### config.mk
export PLATFORM = sky130hd
export DESIGN_NAME = asr_top
export DESIGN_NICKNAME = d
export VERILOG_FILES = /design/src/asr_pkg.sv /design/src/asr_regbyte.sv /design/src/asr_top.sv
export SDC_FILE = /design/constraint.sdc
export NUM_CORES = 1
export LEC_CHECK = 0
export BUFFER_PORTS_ARGS = -buffer_cell sky130_fd_sc_hd__buf_2
export CAP_MARGIN = 10
export CORE_ASPECT_RATIO = 1.2
export CORE_MARGIN = 2
export CORE_UTILIZATION = 40
export DETAILED_ROUTE_END_ITERATION = 16
export HOLD_SLACK_MARGIN = 0.03
export PLACE_DENSITY = 0.68
export SKIP_LAST_GASP = 1
export SYNTH_ARGS = -nofsm -noshare
export SYNTH_HDL_FRONTEND = slang
export SYNTH_SLANG_ARGS = --single-unit
### constraint.sdc
create_clock -name sys_clk -period 3.32 [get_ports sys_clk]
set_input_delay 0.664 -clock sys_clk [delete_from_list [all_inputs] [get_ports sys_clk]]
set_output_delay 0.664 -clock sys_clk [all_outputs]
set_load 0.03 [all_outputs]
### src/asr_pkg.sv
// Package: register map, field layout, codes and types of the route block
`default_nettype none
package asr_pkg;
	// ==========================================================
	// Register offsets
	localparam logic [7:0] RX8_ROUTE_ADDR = 8'h2f;
	localparam logic [7:0] PRE_SRC_ADDR = 8'h32;
	localparam logic [7:0] SEC_SRC_ADDR = 8'h33;
	// ==========================================================
	// Reset values
	localparam logic [7:0] RX8_ROUTE_RST = 8'h07;
	localparam logic [7:0] PRE_SRC_RST = 8'h00;
	localparam logic [7:0] SEC_SRC_RST = 8'h00;
	localparam logic [1:0] RX8_DEST_RST = 2'h0;
	localparam logic [4:0] RX8_SLOT_RST = 5'h07;
	// ==========================================================
	// Field positions
	localparam int RX8_DEST_LSB = 5;
	localparam int RX8_SLOT_LSB = 0;
	localparam int PRE_SRC_LSB = 6;
	localparam int FIRST_DIV_LSB = 3;
	localparam int SEC_DIV_LSB = 4;
	// Writable bit masks; all other bits are reserved, read-only zero
	localparam logic [7:0] RX8_ROUTE_WMASK = 8'h7f;
	localparam logic [7:0] PRE_SRC_WMASK = 8'hf8;
	localparam logic [7:0] SEC_SRC_WMASK = 8'h70;
	// Slots per half frame in I2S and left-justified modes
	localparam logic [4:0] HALF_SLOTS = 5'h10;
	// ==========================================================
	// Codes
	typedef enum logic [1:0] {
		DEST_OFF = 2'h0,
		DEST_PLAYBACK8 = 2'h1,
		DEST_LOOPBACK4 = 2'h2,
		DEST_LINKED3 = 2'h3
	} asr_dest_type;
	typedef enum logic [1:0] {
		PRE_FIRST_BCLK = 2'h0,
		PRE_SECOND_BCLK = 2'h1,
		PRE_CTRL_CLK = 2'h2,
		PRE_OSC = 2'h3
	} asr_pre_type;
	typedef enum logic [2:0] {
		DIV_PLL = 3'h0,
		DIV_FIRST_BCLK = 3'h1,
		DIV_SECOND_BCLK = 3'h2,
		DIV_CTRL_CLK = 3'h3,
		DIV_OSC = 3'h4,
		DIV_DSP = 3'h5
	} asr_div_type;
	// Frame formats of the secondary port
	typedef enum logic [1:0] {
		FMT_TDM = 2'h0,
		FMT_I2S = 2'h1,
		FMT_LJ = 2'h2
	} asr_fmt_type;
	// ==========================================================
	// Carriers
	typedef struct packed {
		logic wr;
		logic rd;
		logic [7:0] addr;
		logic [7:0] wdata;
	} asr_req_type;
	typedef struct packed {
		logic dis;
		logic playback;
		logic loopback;
		logic linked;
		logic right;
		logic [4:0] slot;
	} asr_route_type;
	// One-hot clock source selections; all zero means no clock
	typedef struct packed {
		logic [3:0] pre_sel;
		logic [5:0] first_sel;
		logic [5:0] second_sel;
	} asr_clksel_type;
endpackage
`default_nettype wire

### src/asr_regbyte.sv
// One configuration byte with write mask and reset value
`default_nettype none
module asr_regbyte #(
	parameter logic [7:0] RST_VAL = 8'h00,
	parameter logic [7:0] WMASK = 8'hff
) (
	input wire logic sys_clk,
	input wire logic rst,
	input wire logic we,
	input wire logic [7:0] wdata,
	output logic [7:0] q
);
	logic [7:0] q_reg;
	logic [7:0] q_next;
	// Reserved bits keep their reset value whatever is written
	assign q_next = we ? ((wdata & WMASK) | (RST_VAL & ~WMASK)) : q_reg;
	assign q = q_reg;
	// Storage
	always_ff @(posedge sys_clk) begin
		if (rst) begin
			q_reg <= RST_VAL;
		end else begin
			q_reg <= q_next;
		end
	end
endmodule
`default_nettype wire

### src/asr_top.sv
// Secondary port channel 8 routing and clock source selection registers
// ==========================================================
`default_nettype none
module asr_top (
	input wire logic sys_clk,
	input wire logic rst,
	input wire asr_pkg::asr_req_type req,
	input wire asr_pkg::asr_fmt_type fmt,
	output logic [7:0] rdata,
	output logic rvalid,
	output logic ack_err,
	output asr_pkg::asr_route_type route,
	output asr_pkg::asr_clksel_type clksel
);
	import asr_pkg::*;

	// ==========================================================
	// Address decode
	wire hit_route = req.addr == RX8_ROUTE_ADDR;
	wire hit_pre = req.addr == PRE_SRC_ADDR;
	wire hit_sec = req.addr == SEC_SRC_ADDR;
	wire hit_any = hit_route | hit_pre | hit_sec;
	wire [7:0] route_q;
	wire [7:0] pre_q;
	wire [7:0] sec_q;

	// ==========================================================
	// Register bytes
	asr_regbyte #(.RST_VAL(RX8_ROUTE_RST), .WMASK(RX8_ROUTE_WMASK)) u_route (
		.sys_clk(sys_clk), .rst(rst), .we(req.wr & hit_route),
		.wdata(req.wdata), .q(route_q));
	asr_regbyte #(.RST_VAL(PRE_SRC_RST), .WMASK(PRE_SRC_WMASK)) u_pre (
		.sys_clk(sys_clk), .rst(rst), .we(req.wr & hit_pre),
		.wdata(req.wdata), .q(pre_q));
	asr_regbyte #(.RST_VAL(SEC_SRC_RST), .WMASK(SEC_SRC_WMASK)) u_sec (
		.sys_clk(sys_clk), .rst(rst), .we(req.wr & hit_sec),
		.wdata(req.wdata), .q(sec_q));

	// ==========================================================
	// Field extraction
	wire [1:0] dest_f = route_q[RX8_DEST_LSB +: 2];
	wire [4:0] slot_f = route_q[RX8_SLOT_LSB +: 5];
	wire [1:0] pre_f = pre_q[PRE_SRC_LSB +: 2];
	wire [2:0] first_f = pre_q[FIRST_DIV_LSB +: 3];
	wire [2:0] second_f = sec_q[SEC_DIV_LSB +: 3];

	// Divider source decode to one-hot; reserved codes give all zero
	function automatic logic [5:0] div_onehot(input logic [2:0] code,
			input logic [2:0] reserved);
		logic [5:0] v;
		v = 6'h00;
		if (code <= DIV_DSP && code != reserved) begin
			v[code] = 1'b1;
		end
		return v;
	endfunction

	// ==========================================================
	// Routing decode
	wire is_tdm = fmt == FMT_TDM;
	wire half_right = slot_f >= HALF_SLOTS;
	asr_route_type route_next;
	assign route_next.dis = dest_f == DEST_OFF;
	assign route_next.playback = dest_f == DEST_PLAYBACK8;
	assign route_next.loopback = dest_f == DEST_LOOPBACK4;
	assign route_next.linked = dest_f == DEST_LINKED3;
	assign route_next.right = !is_tdm && half_right;
	assign route_next.slot = (!is_tdm && half_right) ?
		slot_f - HALF_SLOTS : slot_f;

	// Clock selection decode
	asr_clksel_type clksel_next;
	assign clksel_next.pre_sel = 4'h1 << pre_f;
	assign clksel_next.first_sel = div_onehot(first_f, DIV_FIRST_BCLK);
	assign clksel_next.second_sel = div_onehot(second_f,
		DIV_SECOND_BCLK);

	// Read data mux; unmapped reads return zero with an error flag
	wire [7:0] rdata_next = hit_route ? route_q :
		hit_pre ? pre_q : hit_sec ? sec_q : 8'h00;

	// ==========================================================
	// Output registers
	always_ff @(posedge sys_clk) begin
		if (rst) begin
			route <= '{dis: 1'b1, playback: 1'b0, loopback: 1'b0,
				linked: 1'b0, right: 1'b0, slot: RX8_SLOT_RST};
			clksel <= '{pre_sel: 4'h1, first_sel: 6'h01,
				second_sel: 6'h01};
			rdata <= 8'h00;
			rvalid <= 1'b0;
			ack_err <= 1'b0;
		end else begin
			route <= route_next;
			clksel <= clksel_next;
			rdata <= req.rd ? rdata_next : 8'h00;
			rvalid <= req.rd;
			ack_err <= (req.rd | req.wr) & !hit_any;
		end
	end

	// ==========================================================
	// Checks
	a_reset_route: assert property (@(posedge sys_clk)
		$fell(rst) |-> route.dis && route.slot == 5'h07)
		else $error("route not at reset default");
	a_dest_decode: assert property (@(posedge sys_clk) disable iff (rst)
		##1 route.linked == ($past(dest_f) == 2'h3))
		else $error("destination decode wrong");
	a_dest_onehot: assert property (@(posedge sys_clk) disable iff (rst)
		$onehot({route.dis, route.playback, route.loopback, route.linked}))
		else $error("destination not one-hot");
	a_right_slot: assert property (@(posedge sys_clk) disable iff (rst)
		(fmt != FMT_TDM && slot_f == 5'h1f) |=> route.right && route.slot == 5'h0f)
		else $error("right slot mapping wrong");
	a_tdm_slot: assert property (@(posedge sys_clk) disable iff (rst)
		(fmt == FMT_TDM) |=> !route.right && route.slot == $past(slot_f))
		else $error("tdm slot mapping wrong");
	a_pre_src: assert property (@(posedge sys_clk) disable iff (rst)
		(req.wr && hit_pre && req.wdata[7:6] == 2'h3) |=> ##1
		(clksel.pre_sel == 4'h8 || $past(req.wr && hit_pre)))
		else $error("prescaler source wrong");
	a_first_rsvd: assert property (@(posedge sys_clk) disable iff (rst)
		(first_f == 3'h1 || first_f > 3'h5) |=> clksel.first_sel == 6'h00)
		else $error("first reserved code gives clock");
	a_second_rsvd: assert property (@(posedge sys_clk) disable iff (rst)
		(second_f == 3'h2 || second_f > 3'h5) |=> clksel.second_sel == 6'h00)
		else $error("second reserved code gives clock");
	a_rsvd_bits: assert property (@(posedge sys_clk) disable iff (rst)
		pre_q[2:0] == 3'h0 && sec_q[7] == 1'b0 && sec_q[3:0] == 4'h0
		&& route_q[7] == 1'b0)
		else $error("reserved bit set");
	a_read_back: assert property (@(posedge sys_clk) disable iff (rst)
		(req.rd && hit_route) |=> rvalid && rdata == $past(route_q))
		else $error("read data wrong");
endmodule
`default_nettype wire

==> results of run 1 <==
where the power goes:
group / internal [mW] / leakage (nW) / switching (mW) / total [mW]
registers: 0.614 / 0.412 / 0.000871 / 0.615
clock network: 0.148 / 0.0422 / 0.181 / 0.329
logic: 0.0187 / 0.524 / 0.0267 / 0.0455
total: 0.781 / 0.979 / 0.209 / 0.990
cells in the final DEF (no fill, tap or decap), types with 4 or more instances in the layout:
cell type,synthesis,final
or2_2,5,5
clkbuf_8,0,5
nor4bb_1,4,4
nor3_1,4,4
mux2i_1,15,15
buf_2,1,57
nor2_1,22,22
nor3b_1,5,5
inv_1,5,5
dfxtp_1,51,51
nor4b_1,4,4
worst max-delay path: stages:
cell	delay [ns]
buf_2	0.29
and2b_2	0.33
nand2b_4	0.06
nor2_1	0.31
o2bb2ai_1	0.19
per-stage QoR:
step / utilization (%) / instance area [µm²]
after global placement: 49.08 / 2076
final: 51.01 / 2157
after floorplan: - / 1740
after detailed placement: 49.08 / 2076
after CTS: 51.01 / 2157
after global routing: 51.01 / 2157
per-layer routing:
metal | vias to the layer above | GRT usage [%]
li1 | 628 | -
met1 | 569 | 14.97
met2 | 40 | 24.17
met3 | 4 | 4.874
met4 | 0 | 5.745
met5 | - | 0
worst min-delay path by stage:
stage,start,endpoint,slack [ns],depth (start not counted)
floorplan,u_route.q[3],route[3],0.43,2
global placement,u_route.q[1],route[1],0.45,1
detailed placement,u_route.q[3],route[3],0.45,2
CTS,u_route.q[3],route[3],0.47,2
global route,u_route.q[1],route[1],0.49,1
finish,u_route.q[3],route[3],0.47,2
logic make-up (layout without fill, tap and decap cells):
group	after synthesis	in the layout	synth area share, %
AND/OR/NAND/NOR	63	63	25.43
flip-flops	51	51	58.79
other	1	2	0.2159
AO/OA/AOI/OAI	10	10	4.683
buffers and inverters	10	70	2.233
multiplexers	15	15	8.645
area by class of cell:
cell class	instances	area, µm²	share of cell area [%]
clock inverters	1	5.005	0.2320
well taps	56	70.07	3.248
inverters	5	18.77	0.8701
repair buffers	57	285.3	13.23
flip-flops and latches	51	1021	47.33
clock buffers	7	76.32	3.538
multi-input cells	90	680.7	31.55
==> reports/results.ini, run 1 <==
[worst_setup_path]
rr_worst_depth = 2
cp.required_ns = 3.53
endpoint_kind = flop
setup.worst_path.start_class = input pin
path_class = input pin to flop
timing.rr.start = u_pre.q[3]
cp_max_fo = 40
reg2reg_to = clksel[6]
startpoint = rst
rrSetupSlack_ns = 2.40
worstSetupEndpoint = rdata[5]
arrival_ns = 1.85

[cells_and_area]
diodes = 0
largest_reg_flops = 16
fillers = 404
regMostFlops = clksel
area_growth_pct = 24.21
reg.largest.list = clksel: 16 flops, route: 10 flops, rdata: 8 flops
drive_above_1_share_pct = 36.49
final_cell_count_no_fill = 267
nNetsFinal = 232

[detailed_routing]
met1_length_um = 1383
vias = 1241
met2_length_um = 1583
first_pass_iters = 2
via_per_inst = 4.648
post_drt_wl_per_cell_um = 12.03
top_layer_used = met4
antenna_left = 0
met3_length_um = 189
wl_um = 3213
route.detailed.drc = 0
drt_iter0_drc = 33

[timing]
setup_tns_ns = 0
skew_ns = 0.004058
min_period_ns = 1.642
timing.fmax_ghz = 0.6090
fin_hold_ws_ns = 0.4685
period_share_pct = 49.46
grt_setup_unrepaired = false
tightest_slew_ns = 0.6057
final_max_slew_viol_count = 0
finalSetupViolCount = 0
setup_slack_ns = 1.678
maxSlewHeadroom_pct = 59.62
hold_viol_final = 0

[global_route]
grt_max_degree = 41
antenna_found_initial = 0
grt_pass1_wl_um = 5216
track_usage_pct = 13.85
grt-ovfl-total = 0
grt_pass1_vias = 1177

[floorplanning]
pin_count = 58
die_w_um = 64.15
die_y_um = 76.18
rows = 26
die-area_um2 = 4887
start_util_pct = 41.07
design.core.area_um2 = 4229

[logic_synthesis]
ys_seq_area_share_pct = 58.79
synth_ff_type = dfxtp_1
synth_enable_flop_cells = 0
avgSynthCellArea_um2 = 11.58
yosysWarnings = 0
syn_area_um2 = 1737
yosysMostFrequentCell = dfxtp_1
synth_top_area_share_pct = 58.79
synth_cell_type_count = 33
ys_top_cells_by_count = 51 x dfxtp_1, 22 x nor2_1, 15 x mux2i_1
synthCells = 150
synth-seq-cells = 51
yosys.area.top_type = dfxtp_1
synthTopCellsByArea = dfxtp_1 59%, mux2i_1 8.6%, nor2_1 4.8%, nor4bb_1 2.3%, nor3b_1 2.2%
synthArstFlopShare_pct = 0

[clocking]
cts_setup_buffers = 0
cts_tree = yes
numCtsBuffers = 5
clock-sinks = 51
clock_path_buffers = 2
cts_resized = 0
insertion_delay_ns = 0.29
htreeDepth = 2
clkSlewWorstSetupHoldPaths_ns = 0.08
root_buffer = clkbuf_8
cts_hold_buf = 0

[power_and_ir_drop]
vdd_drop_max_mv = 0.2686
power_mw = 0.9896
power.leakage_nw = 0.9790
p_per_area_nw_per_um2 = 458.8

[placement]
io_buffers = 57
gp_congestion = 0.7293
dp_slack_ns = 1.346
dp.cells = 259
place_hpwl_um = 2328

[status]
status = finished clean

[worst_hold_path]
holdCritPathClass = flop to flop

[job]
cap_violations = 0

(Power assumes the default switching activity.)
==> inputs of run 2 (changes only) <==
Clock period 3.32 ns to 1.7 ns, I/O delays scaled along.
==> run 2 against run 1 <==
  * First-iteration DRC count shrank 3.0%
  * Clock power grew 97%
  * Final area grew 1.2%
==> reports/results.ini, run 2 (same netlist as run 1, synthesis figures left out) <==
[global_route]
grt_max_degree = 40
grt_pass1_wl_um = 5375
use_met3_pct = 5.908
grt.met2_usage_pct = 23.33
grt_pass1_vias = 1188
grtUsageMet1_pct = 16.71
antenna_found_initial = 0
track_usage_pct = 14.19
grt_most_used_layer = met2
grt-ovfl-total = 0

[detailed_routing]
via_per_inst = 4.544
post_drt_wl_per_cell_um = 12.02
wl_um = 3245
first_pass_iters = 4
vias = 1227
route.detailed.drc = 0
drt_iter0_drc = 32
antenna_left = 0

[floorplanning]
rows = 26
start_util_pct = 41.07
design.core.area_um2 = 4229
pin_count = 58
die_y_um = 76.18
die_w_um = 64.15
die-area_um2 = 4887

[timing]
grt_setup_unrepaired = false
setup_slack_ns = 0.4185
final_max_slew_viol_count = 0
min_period_ns = 1.282
hold_viol_final = 0
fin_hold_ws_ns = 0.2180
timing.fmax_ghz = 0.7803
setup_tns_ns = 0
period_share_pct = 75.38
skew_ns = 0.005254
finalSetupViolCount = 0

[worst_setup_path]
rrSetupSlack_ns = 0.74
arrival_ns = 1.46
timing.rr.start = u_pre.q[3]
endpoint_kind = flop
reg2reg_to = clksel[6]
path_class = input pin to flop
cp_max_fo = 3
setup.worst_path.start_class = input pin
startpoint = req[14]
rr_worst_depth = 2
cp.required_ns = 1.88

[clocking]
cts_tree = yes
clock-sinks = 51
clock_path_buffers = 2
insertion_delay_ns = 0.29
clkSlewWorstSetupHoldPaths_ns = 0.08
htreeDepth = 2
cts_setup_buffers = 0
root_buffer = clkbuf_8
numCtsBuffers = 5
cts_hold_buf = 0
cts_resized = 0

[placement]
io_buffers = 57
gp_congestion = 0.7431
dp_slack_ns = 0.1036
place_hpwl_um = 2382

[cells_and_area]
final_common_cell = buf_2
drive_above_1_share_pct = 37.85
diodes = 0
final_util_pct = 51.63
nNetsFinal = 235
area_growth_pct = 25.72
regMostFlops = clksel
largest_reg_flops = 16
reg.largest.list = clksel: 16 flops, route: 10 flops, rdata: 8 flops
final_cell_mix = 57 x buf_2, 51 x dfxtp_1, 22 x nor2_1, 15 x mux2i_1

[worst_hold_path]
holdCritPathClass = input pin to flop
min_path_cells = 2
min-delay-start = fmt[0]
hold_path_end = route[4]

[job]
cap_violations = 0

[power_and_ir_drop]
power.leakage_nw = 0.9937
p_per_area_nw_per_um2 = 888.1
power_mw = 1.939
vdd_drop_max_mv = 0.5112

[status]
status = finished clean

run 2: report_power, final:
part           switching, mW  leakage [nW]  internal [mW]
clock network          0.360        0.0412          0.288
registers            0.00170         0.412           1.20
logic                 0.0524         0.540         0.0382
total                  0.414         0.994           1.53
run 2: worst max path at each step:
stage	endpoint	slack [ns]	cells after the start
4_1_cts	u_sec.q[4]	0.42	5
5_1_grt	u_sec.q[5]	0.36	5
3_5_place_dp	u_sec.q[4]	0.10	5
6_report	u_sec.q[4]	0.42	5
3_3_place_gp	u_sec.q[4]	0.11	5
2_1_floorplan	u_sec.q[5]	0.28	5
run 2: metrics by stage:
| stage | instance area [µm²] | std cells |
|---|---|---|
| final | 2183 | 270 |
| after global routing | 2183 | 270 |
| after CTS | 2183 | 270 |
| after detailed placement | 2098 | 262 |
| after global placement | 2098 | 262 |
| after floorplan | 1740 | 151 |
run 2: layer usage:
metal | share of wire [%] | up-vias
li1 | - | 637
met1 | 43 | 548
met2 | 49 | 38
met3 | 7.1 | 4
met4 | 1.3 | 0
met5 | 0 | -
run 2: area by class of cell:
cell class              count  area [µm²]
clock buffers               6       72.57
clock inverters             2       12.51
fillers                   422        2046
inverters                   5       18.77
multi-input cells          90       680.7
flip-flops and latches     51        1021
well taps                  56       70.07
repair buffers             60       307.8
run 2: critical path, cell delays in order:
cell	delay [ns]
buf_2	0.10
and4bb_2	0.33
or3b_1	0.45
mux2i_1	0.18
nor2_1	0.05
==> inputs of run 3 (changes only) <==
Settings changed: ABC_AREA set to 1, PLACE_DENSITY 0.68 to 0.7.
Clock period 1.7 ns to 1.15 ns, I/O delays scaled along.
==> run 3 against run 2 <==
  * Combinational power is 98% higher
  * Worst hold slack worse by 0.12 ns
  * Cell count is 37% higher
  * Non-clock buffer count increased by 7
  * Highest routed layer unchanged
  * Synthesized cell count up 61%
  * Utilization down 0.16 points
  * First-iteration DRC count grew 22%
  * Global-route usage rose by 2.0 points
  * Final area grew 6.7%
  * Largest power group unchanged
  * Via count up 33%
==> reports/results.ini, run 3 <==
[placement]
place_hpwl_um = 2965
gp_congestion = 0.8235
io_buffers = 57
dpl_cell_area_um2 = 2248

[global_route]
track_usage_pct = 16.23
grt_most_used_layer = met2
use_met3_pct = 3.868
grt.met2_usage_pct = 28.08
grt-ovfl-total = 0
antenna_found_initial = 0
grt_max_degree = 16
grt_pass1_wl_um = 6451
grt_pass1_vias = 1514
grtUsageMet1_pct = 18.66

[cells_and_area]
drive_above_1_share_pct = 26.20
diodes = 0
final_common_cell = nand2_1
final_area_um2 = 2330
area_growth_pct = 26.32
regMostFlops = clksel
nNetsFinal = 334
fillers = 483
final_cell_mix = 65 x nand2_1, 57 x buf_2, 51 x dfxtp_1, 42 x nor2_1, 34 x inv_1
largest_reg_flops = 16
reg.largest.list = clksel: 16 flops, route: 10 flops, rdata: 8 flops

[detailed_routing]
wl_um = 3795
drt_iter0_drc = 39
antenna_left = 0
vias = 1628
via_per_inst = 4.388
route.detailed.drc = 0
first_pass_iters = 4
post_drt_wl_per_cell_um = 10.23

[clocking]
clock_path_buffers = 2
clock-sinks = 51
cts_hold_buf = 0
numCtsBuffers = 5
cts_tree = yes
insertion_delay_ns = 0.30
htreeDepth = 2
root_buffer = clkbuf_8
cts_resized = 0
cts_setup_buffers = 0
clkSlewWorstSetupHoldPaths_ns = 0.09

[power_and_ir_drop]
power.leakage_nw = 1.251
vdd_drop_max_mv = 0.7778
p_per_area_nw_per_um2 = 1259
power_mw = 2.932

[logic_synthesis]
yosysWarnings = 0
synthCells = 241
yosys.area.top_type = dfxtp_1
synthTopCellsByArea = dfxtp_1 55%, nand2_1 13%, nor2_1 8.5%, inv_1 6.9%, nand3_1 4.1%
avgSynthCellArea_um2 = 7.653
synthArstFlopShare_pct = 0
synth_enable_flop_cells = 0
syn_area_um2 = 1844
yosysMostFrequentCell = nand2_1
synth_cell_type_count = 21
ys_seq_area_share_pct = 55.36
synth-seq-cells = 51
ys_top_cells_by_count = 65 x nand2_1, 51 x dfxtp_1, 42 x nor2_1
synth_top_area_share_pct = 55.36
synth_ff_type = dfxtp_1

[timing]
timing.fmax_ghz = 0.9393
grt_setup_unrepaired = false
fin_hold_ws_ns = 0.09695
final_max_slew_viol_count = 0
min_period_ns = 1.065
period_share_pct = 92.58
finalSetupViolCount = 0
setup_tns_ns = 0
hold_viol_final = 0
skew_ns = 0.006684

[worst_setup_path]
crit_chain = buf_2
arrival_ns = 0.83
setup.worst_path.start_class = flop
endpoint_kind = output pin
path_delay_family = flip-flops
cp.required_ns = 0.92
rrSetupSlack_ns = 0.35
timing.rr.start = u_pre.q[3]
rr_worst_depth = 4
slowest_delay_ns = 0.34
slowest_stage = dfxtp_1
reg2reg_to = u_pre.q[3]
path_class = flop to output pin
crit_buf_inv = 1
cp_max_fo = 1

[floorplanning]
die_w_um = 65.99
die_y_um = 78.38
die-area_um2 = 5172
design.core.area_um2 = 4527
pin_count = 58
rows = 27
start_util_pct = 40.74

[worst_hold_path]
min-delay-start = fmt[0]
hold_path_end = route[4]
min_path_cells = 2
holdCritPathClass = input pin to flop

[status]
status = finished clean

[job]
cap_violations = 0

[run 3: worst max-delay path by stage]
stage	end	from	depth (start not counted)
floorplan	u_route.q[0]	req[15]	7
global placement	u_pre.q[4]	req[10]	9
detailed placement	u_pre.q[3]	req[15]	8
CTS	rdata[7]	rdata[7]	1
global route	rdata[7]	rdata[7]	1
finish	rdata[7]	rdata[7]	1
[run 3: layer usage]
metal / part of all wire, % / wire, µm
met1: 43 / 1629
met2: 49 / 1873
met3: 5.7 / 216
met4: 2.0 / 76
met5: 0 / 0
[run 3: final cells by class]
| type | count | area, µm² | share of cell area, % |
|---|---|---|---|
| sequential | 51 | 1021 | 43.82 |
| tap | 58 | 72.57 | 3.115 |
| multi-input combinational | 151 | 659.4 | 28.30 |
| inverter | 36 | 135.1 | 5.800 |
| timing repair buffer | 67 | 360.3 | 15.47 |
| clock buffer | 7 | 76.32 | 3.276 |
| clock inverter | 1 | 5.005 | 0.2148 |
[run 3: logic make-up after synthesis]
logic type      after synthesis  share of synthesized area (%)
simple gates                143                          33.58
other cells                   1                         0.2033
compound gates                6                          1.764
buf+inv                      40                          9.090
flops                        51                          55.36
[run 3: worst reg2reg max path: stages (launching register included)]
cell and delay, ns:
dfxtp_1 0.43, inv_1 0.10, nand2_1 0.07, inv_1 0.04, nor2_1 0.10
[run 3: metrics by stage]
step / util, % / cells / setup slack, ns
6_report: 51.46 / 371 / 0.08535
5_1_grt: 51.46 / 371 / 0.03811
4_1_cts: 51.46 / 371 / 0.07822
3_5_place_dp: 49.67 / 363 / -0.04901
3_3_place_gp: 49.67 / 363 / -0.01335
2_1_floorplan: - / 242 / 0.1501
[run 3: report_power, final]
| group | switching, mW | leakage, nW | total (mW) | internal (mW) |
|---|---|---|---|---|
| logic | 0.112 | 0.797 | 0.179 | 0.0665 |
| clock network | 0.548 | 0.0422 | 0.976 | 0.428 |
| registers | 0.00322 | 0.412 | 1.78 | 1.77 |
